==> src/pkg/sprh_consts.svh <==
// constants of the serial parameter read handler
`ifndef SPRH_CONSTS_SVH
`define SPRH_CONSTS_SVH
`define SPRH_FUNC_READ 8'h03
`define SPRH_FUNC_WR16 8'h06
`define SPRH_FUNC_WR32 8'h10
`define SPRH_EXC_FLAG 8'h80
`define SPRH_STATION_MIN 8'h01
`define SPRH_STATION_MAX 8'hF7
`define SPRH_CRC_INIT 16'hFFFF
`define SPRH_CRC_POLY 16'hA001
`define SPRH_MAX_WORDS 16'h007D
`define SPRH_EXC_FUNC 8'h01
`define SPRH_EXC_PARAM 8'h02
`define SPRH_EXC_COUNT 8'h03
`define SPRH_REQ_LEN 4'h8
`define SPRH_MIN_LEN 4'h4
`define SPRH_CLK_NS 20
`define SPRH_CHAR_NS 572917
`define SPRH_GAP_CYC ((`SPRH_CHAR_NS * 7 + 2 * `SPRH_CLK_NS - 1) / (2 * `SPRH_CLK_NS))
`endif

==> src/pkg/sprh_pkg.sv <==
// types of the serial parameter read handler
package sprh_pkg;
	typedef struct packed {
		logic [7:0] station;
		logic [7:0] func;
		logic [15:0] start_addr;
		logic [15:0] word_count;
	} sprh_req_type;

	typedef struct packed {
		logic [15:0] addr;
		logic valid;
	} sprh_par_req_type;

	typedef struct packed {
		logic [15:0] data;
		logic err;
		logic ack;
	} sprh_par_ans_type;

	typedef enum logic [3:0] {
		ST_IDLE, ST_WAIT, ST_ADDR, ST_FUNC, ST_CNT, ST_EXC,
		ST_HI, ST_LO, ST_CHK_LO, ST_CHK_HI, ST_GAP
	} sprh_state_type;
endpackage

==> src/core/sprh_core.sv <==
// serial parameter read handler: frame receive, read reply, tx buffer
`timescale 1ns/1ns
`include "sprh_consts.svh"
module sprh_core
	import sprh_pkg::*;
#(
	parameter int GAP_CYCLES = `SPRH_GAP_CYC
) (
	// clock and reset
	input wire logic ref_clk,
	input wire logic rst_n,
	// configuration
	input wire logic [7:0] station_id,
	// received bytes from the serial receiver
	input wire logic [7:0] rx_byte,
	input wire logic rx_valid,
	// reply bytes to the serial transmitter
	output logic [7:0] tx_byte,
	output logic tx_valid,
	input wire logic tx_ready,
	// parameter store read port
	output sprh_par_req_type par_req,
	input wire sprh_par_ans_type par_ans,
	// write frames handed to the write handler
	output logic write_seen,
	output logic [7:0] write_func
);
	function automatic logic [15:0] crc_step(input logic [15:0] c,
			input logic [7:0] b);
		logic [15:0] r;
		r = c ^ {8'h00, b};
		for (int i = 0; i < 8; i++) begin
			r = r[0] ? ((r >> 1) ^ `SPRH_CRC_POLY) : (r >> 1);
		end
		return r;
	endfunction

	// idle gap timing
	logic [23:0] idle_cnt;
	logic [3:0] rx_cnt;
	logic [15:0] rx_crc;
	logic [7:0] rx_buf [0:5];
	sprh_req_type req;
	wire logic tx_moved = tx_valid & tx_ready;
	wire logic gap_ok = idle_cnt == 24'(GAP_CYCLES);
	wire logic gap_hit = idle_cnt == 24'(GAP_CYCLES - 1);

	always_ff @(posedge ref_clk or negedge rst_n) begin
		if (!rst_n) begin
			idle_cnt <= 24'h0000_0000;
		end else if (rx_valid || tx_moved) begin
			idle_cnt <= 24'h0000_0000;
		end else if (!gap_ok) begin
			idle_cnt <= idle_cnt + 24'h00_0001;
		end
	end

	// receive side
	wire logic frame_end = gap_hit && rx_cnt != 4'h0;
	always_ff @(posedge ref_clk or negedge rst_n) begin
		if (!rst_n) begin
			rx_cnt <= 4'h0;
			rx_crc <= `SPRH_CRC_INIT;
		end else if (rx_valid) begin
			rx_crc <= crc_step(rx_crc, rx_byte);
			if (rx_cnt != 4'hF) begin
				rx_cnt <= rx_cnt + 4'h1;
			end
		end else if (frame_end) begin
			rx_cnt <= 4'h0;
			rx_crc <= `SPRH_CRC_INIT;
		end
	end

	genvar gi;
	generate
		for (gi = 0; gi < 6; gi++) begin : g_rx_buf
			always_ff @(posedge ref_clk or negedge rst_n) begin
				if (!rst_n) begin
					rx_buf[gi] <= 8'h00;
				end else if (rx_valid && rx_cnt == 4'(gi)) begin
					rx_buf[gi] <= rx_byte;
				end
			end
		end
	endgenerate

	assign req.station = rx_buf[0];
	assign req.func = rx_buf[1];
	assign req.start_addr = {rx_buf[2], rx_buf[3]};
	assign req.word_count = {rx_buf[4], rx_buf[5]};

	// frame qualification
	// residue over data plus its check is zero when intact
	wire logic crc_ok = rx_crc == 16'h0000 && rx_cnt >= `SPRH_MIN_LEN;
	wire logic id_ok = station_id >= `SPRH_STATION_MIN &&
		station_id <= `SPRH_STATION_MAX;
	wire logic take = frame_end && crc_ok && id_ok &&
		req.station == station_id;
	wire logic is_read = req.func == `SPRH_FUNC_READ;
	wire logic is_write = req.func == `SPRH_FUNC_WR16 ||
		req.func == `SPRH_FUNC_WR32;
	wire logic count_ok = rx_cnt == `SPRH_REQ_LEN &&
		req.word_count != 16'h0000 &&
		req.word_count <= `SPRH_MAX_WORDS;

	// two-entry reply buffer
	logic [7:0] tail;
	logic tail_valid;
	logic push;
	logic [7:0] push_byte;
	wire logic buf_ready = ~tail_valid;
	wire logic buf_empty = ~tx_valid & ~tail_valid;
	always_ff @(posedge ref_clk or negedge rst_n) begin
		if (!rst_n) begin
			tx_byte <= 8'h00;
			tx_valid <= 1'b0;
			tail <= 8'h00;
			tail_valid <= 1'b0;
		end else begin
			if (!tx_valid || tx_ready) begin
				tx_valid <= tail_valid | push;
				tx_byte <= tail_valid ? tail : push_byte;
				tail_valid <= tail_valid & push;
				tail <= push_byte;
			end else if (push) begin
				tail_valid <= 1'b1;
				tail <= push_byte;
			end
		end
	end

	// reply sequencer
	sprh_state_type state;
	sprh_state_type next_state;
	logic [7:0] rep_func;
	logic [7:0] exc_code;
	logic exc;
	logic hdr_done;
	logic [15:0] words_left;
	logic [15:0] word_hold;
	logic [15:0] tx_crc;
	logic [7:0] byte_count;

	always_comb begin
		push = 1'b0;
		push_byte = 8'h00;
		next_state = state;
		unique case (state)
			ST_IDLE, ST_WAIT: begin
			end
			ST_ADDR: begin
				push_byte = station_id;
				next_state = ST_FUNC;
			end
			ST_FUNC: begin
				push_byte = rep_func | (exc ? `SPRH_EXC_FLAG : 8'h00);
				next_state = exc ? ST_EXC : ST_CNT;
			end
			ST_CNT: begin
				push_byte = byte_count;
				next_state = ST_HI;
			end
			ST_EXC: begin
				push_byte = exc_code;
				next_state = ST_CHK_LO;
			end
			ST_HI: begin
				push_byte = word_hold[15:8];
				next_state = ST_LO;
			end
			ST_LO: begin
				push_byte = word_hold[7:0];
				next_state = words_left == 16'h0001 ? ST_CHK_LO : ST_WAIT;
			end
			ST_CHK_LO: begin
				push_byte = tx_crc[7:0];
				next_state = ST_CHK_HI;
			end
			ST_CHK_HI: begin
				push_byte = tx_crc[15:8];
				next_state = ST_GAP;
			end
			ST_GAP: begin
			end
		endcase
		if (state != ST_IDLE && state != ST_WAIT && state != ST_GAP) begin
			push = buf_ready;
			if (!buf_ready) begin
				next_state = state;
			end
		end
	end

	always_ff @(posedge ref_clk or negedge rst_n) begin
		if (!rst_n) begin
			state <= ST_IDLE;
			rep_func <= 8'h00;
			exc_code <= 8'h00;
			exc <= 1'b0;
			hdr_done <= 1'b0;
			words_left <= 16'h0000;
			word_hold <= 16'h0000;
			byte_count <= 8'h00;
			par_req <= '0;
			write_seen <= 1'b0;
			write_func <= 8'h00;
		end else begin
			state <= next_state;
			par_req.valid <= 1'b0;
			write_seen <= 1'b0;
			if (state == ST_IDLE && take) begin
				rep_func <= req.func;
				hdr_done <= 1'b0;
				words_left <= req.word_count;
				byte_count <= {req.word_count[6:0], 1'b0};
				if (is_write) begin
					write_seen <= 1'b1;
					write_func <= req.func;
				end else if (is_read && count_ok) begin
					exc <= 1'b0;
					par_req.valid <= 1'b1;
					par_req.addr <= req.start_addr;
					state <= ST_WAIT;
				end else begin
					exc <= 1'b1;
					exc_code <= is_read ? `SPRH_EXC_COUNT : `SPRH_EXC_FUNC;
					state <= ST_ADDR;
				end
			end
			if (state == ST_WAIT && par_ans.ack) begin
				word_hold <= par_ans.data;
				hdr_done <= 1'b1;
				if (!hdr_done && par_ans.err) begin
					exc <= 1'b1;
					exc_code <= `SPRH_EXC_PARAM;
				end
				state <= hdr_done ? ST_HI : ST_ADDR;
			end
			if (state == ST_LO && push && words_left != 16'h0001) begin
				words_left <= words_left - 16'h0001;
				par_req.valid <= 1'b1;
				par_req.addr <= par_req.addr + 16'h0001;
			end
			if (state == ST_GAP && buf_empty && gap_ok) begin
				state <= ST_IDLE;
			end
		end
	end

	always_ff @(posedge ref_clk or negedge rst_n) begin
		if (!rst_n) begin
			tx_crc <= `SPRH_CRC_INIT;
		end else if (state == ST_IDLE) begin
			tx_crc <= `SPRH_CRC_INIT;
		end else if (push && state != ST_CHK_LO && state != ST_CHK_HI) begin
			tx_crc <= crc_step(tx_crc, push_byte);
		end
	end
endmodule

==> config.mk <==
export PLATFORM = sky130hd
export DESIGN_NAME = sprh_core
export DESIGN_NICKNAME = d
export VERILOG_FILES = /design/src/pkg/sprh_pkg.sv /design/src/core/sprh_core.sv
export VERILOG_INCLUDE_DIRS = /design/src /design/src/pkg
export SDC_FILE = /design/constraint.sdc
export NUM_CORES = 1
export LEC_CHECK = 0
export BUFFER_PORTS_ARGS = -buffer_cell sky130_fd_sc_hd__buf_2
export CAP_MARGIN = 20
export CORE_MARGIN = 2
export CORE_UTILIZATION = 55
export DETAILED_ROUTE_END_ITERATION = 6
export HOLD_SLACK_MARGIN = 0.05
export PLACE_DENSITY_LB_ADDON = 0.12
export SLEW_MARGIN = 20
export SYNTH_ARGS = -nofsm -noshare
export SYNTH_HDL_FRONTEND = slang
export SYNTH_SLANG_ARGS = --single-unit
==> constraint.sdc <==
create_clock -name ref_clk -period 3.5 [get_ports ref_clk]
set_input_delay 0.525 -clock ref_clk [delete_from_list [all_inputs] [get_ports ref_clk]]
set_output_delay 0.525 -clock ref_clk [all_outputs]
set_load 0.05 [all_outputs]
==> impl_metrics.json <==
{
  "synth_cells": 1046,
  "rrSetupSlack_ns": 0.37,
  "place_area_um2": 11500,
  "critPathMaxFanout": 23,
  "multiInputGateArea_um2": 5080,
  "critical-path-top-delay-family": "XOR/XNOR gates",
  "cts_buffers": 24,
  "powerDensity_nw_per_um2": 621,
  "antenna_found_initial": 1,
  "p_seq_frac": 0.456,
  "clock_latency_ns": 0.53,
  "fmax_mhz": 320,
  "drt-pass1-iter-count": 5,
  "ios": 73,
  "cts_buffer_depth": 3,
  "grt_max_degree": 72,
  "post-cts-setup-buffer-count": 0,
  "total_power_mw": 7.61,
  "crit_path_start_kind": "register",
  "arrival_ns": 3.57,
  "wl_per_cell_um": 19.0,
  "crit_type": "register to register",
  "n_fill_cell": 1612,
  "start_util": 0.557,
  "yosysWarnings": 0,
  "p_clk_frac": 0.330,
  "synthArstFlopShare": 1.00,
  "end_kind": "register",
  "synth_most_common_cell": "dfrtp_1",
  "synth.net_count": 1094,
  "maxCapViolCount": 0,
  "die_area_um2": 20700,
  "top_usage_layer": "met2",
  "drt_iter0_drc": 633,
  "cp_cell_sequence": "buf_4 -> inv_1 -> a221oi_1 -> a2bb2oi_1 -> xnor2_1 -> xnor3_1 -> xnor3_2 -> xor2_1 -> o21ai_1",
  "synth_top_cell_by_area": "dfrtp_1",
  "setup_viol": 0,
  "power_switching_mw": 2.24,
  "drc": 0,
  "vias_per_cell": 5.82,
  "synth_commonest_cells": "181 x dfrtp_1, 102 x nand2_1, 101 x nor2_1",
  "synth-edff-count": 0,
  "worstMarginPinSlew_ns": 0.754,
  "synth_top_family_by_area": "simple AND/OR/NAND/NOR gates",
  "p_comb_frac": 0.214,
  "cp.required_ns": 3.94,
  "synth_fa_ha_area_frac": 0.0116,
  "grt_use_total": 0.265,
  "relSlewSlack": 0.497,
  "p_leak_nw": 5.54,
  "final-hold-violation-count": 0,
  "grt_pass1_vias": 7942,
  "swShare": 0.294,
  "final_util": 0.634,
  "area_growth_pct": 13.7,
  "port_buffers": 72,
  "synth_cell_types": 77,
  "syn-cell-area_um2": 10800,
  "fin_nets": 1172,
  "coreArea_um2": 19300,
  "layout-drive-gt1-share": 0.238,
  "grt_pass1_wl_um": 42800,
  "use_met3": 0.0371,
  "avgSynthCellArea_um2": 10.3,
  "rows": 51,
  "status": "finished clean",
  "die_w_um": 144,
  "critical_path_buf_inv_count": 2,
  "die_y_um": 144,
  "gp_congestion": 0.880,
  "htree_levels": 1,
  "min_path_type": "input port to register",
  "synth-compound-area-share": 0.103,
  "yosys-top-cells-area": "dfrtp_1 42%, dfstp_2 7.8%, mux2_2 7.7%",
  "clk_pin_slew_worst_paths_ns": 0.06,
  "post-dp-hpwl_um": 18700,
  "drt-total-wl_um": 26800,
  "regArea_um2": 5370,
  "synthSimpleGateAreaFrac": 0.200,
  "globalRouteMet1Util": 0.398,
  "clockRootBuffer": "clkbuf_16",
  "grt_overflow_total": 0,
  "synthFlopType": "dfrtp_1",
  "final_area_um2": 12300,
  "worst_ir_drop_vdd_mv": 0.696,
  "finalMaxSlewViolations": 0,
  "finalCriticalPeriod_ns": 3.13,
  "cts_tree": "done",
  "p_int_mw": 5.37,
  "cts_sinks": 213,
  "finClkSkew_ns": 0.0183,
  "synth_top_area_frac": 0.420,
  "grtUsageMet2": 0.410,
  "ant_nets": 0,
  "yosysSeqAreaShare": 0.498,
  "finalCritPeriodShare": 0.893,
  "critPathMaxStageDelay_ns": 0.78,
  "slowest_stage": "dfrtp_1",
  "vias": 8197,
  "synth.ff_latch_count": 213,
  "synth.mux.area_fraction": 0.0894,
  "setup_tns_ns": 0,
  "rsz0062_at_grt": "false",
  "synth_xor_xnor_area_share": 0.0663
}
[worst register-to-register path, stage by stage, from the launching register on]
cell and delay [ns]:
dfrtp_1 0.78, buf_4 0.31, inv_1 0.14, a221oi_1 0.27, a2bb2oi_1 0.38, xnor2_1 0.30, xnor3_1 0.30, xnor3_2 0.27
xor2_1 0.18, o21ai_1 0.14
[final cells by class]
type                            count  share of cell area
Sequential cell                   213               0.438
Multi-Input combinational cell    763               0.414
Clock buffer                       35              0.0556
Timing Repair Buffer              102              0.0497
Tap cell                          265              0.0270
Clock inverter                      9             0.00888
Inverter                           20             0.00612
Antenna cell                        1            0.000204
[cells by family (layout without fill, tap and decap cells)]
family                   Yosys count  after routing
AND/OR/NAND/NOR                  416            416
XOR/XNOR                          74             74
AO/OA/AOI/OAI                    176            176
adder cells (fa/ha/maj)           10             10
other                              0              1
flip-flops                       213            213
buffers and inverters             70            166
multiplexers                      87             87
[flip-flops by register name (all words and copies together) (netlist names), 4 cells and up]
signal and flops:
state 4, word_hold 16, tx_crc 16, tx_byte 8, write_func 8, words_left 16, byte_count 7, rx_cnt 4
par_req 17, idle_cnt 24, rx_crc 16, rep_func 8, exc_code 8, req 48, tail 8
[path summary, 6_finish.rpt]
| kind | start | to | depth (start not counted) |
|---|---|---|---|
| worst max-delay path | state[0] | tx_crc[15] | 9 |
| worst min-delay path | par_ans[14] | word_hold[12] | 2 |
| worst max register to register | state[0] | tx_crc[15] | 9 |
| worst min register to register | rep_func[4] | rep_func[4] | 2 |
| max in group asynchronous | rst_n | rx_crc[9] | 3 |
| min in group asynchronous | rst_n | tx_byte[7] | 2 |
[metal layers]
metal / part of all wire / routed length [µm]
met1: 0.47 / 12700
met2: 0.45 / 12200
met3: 0.053 / 1430
met4: 0.020 / 529
met5: 0 / 0
[through the flow]
stage | setup WS, ns | hold slack [ns] | cells
3_5_place_dp | 0.453 | 0.456 | 1362
4_1_cts | 0.427 | 0.217 | 1407
3_3_place_gp | 0.521 | 0.449 | 1362
5_1_grt | 0.173 | 0.231 | 1407
6_report | 0.374 | 0.235 | 1408
2_1_floorplan | 0.843 | 0.229 | 1046
[timing repair]
item                      CTS  global route
gates resized for setup     0             0
hold endpoints to repair   38             0
hold buffers                1             0
[power by group through the flow]
stage | registers (mW) | clock network [mW] | logic (mW)
floorplan | 3.35 | 0 | 1.30
global placement | 3.48 | 0 | 1.59
detailed placement | 3.50 | 0 | 1.63
CTS | 3.46 | 2.56 | 1.64
global route | 3.52 | 2.65 | 1.82
finish | 3.47 | 2.51 | 1.63
[layout by cell type, fill, tap and decap left out, types with 5 or more instances in the layout]
cell,synthesis,layout
a21o_1,5,5
a21oi_1,70,70
a221o_1,5,5
and2_1,21,21
and3_1,18,18
and4_1,5,5
buf_2,9,71
buf_4,5,28
clkbuf_1,24,7
clkbuf_16,0,24
clkbuf_8,0,5
clkinv_2,0,5
dfrtp_1,181,181
dfstp_2,32,32
ha_1,10,10
inv_1,19,19
mux2_2,74,74
mux2i_1,13,13
nand2_1,102,102
nand2b_1,6,6
nand3_1,37,37
nand3b_1,15,15
nand4_1,10,10
nand4b_1,5,5
nor2_1,101,101
nor2b_1,9,9
nor3_1,36,36
nor4_1,18,16
o21ai_0,47,46
o311ai_0,6,6
xnor2_1,45,45
xor2_1,23,23
Power figures use the tool's default switching activity.
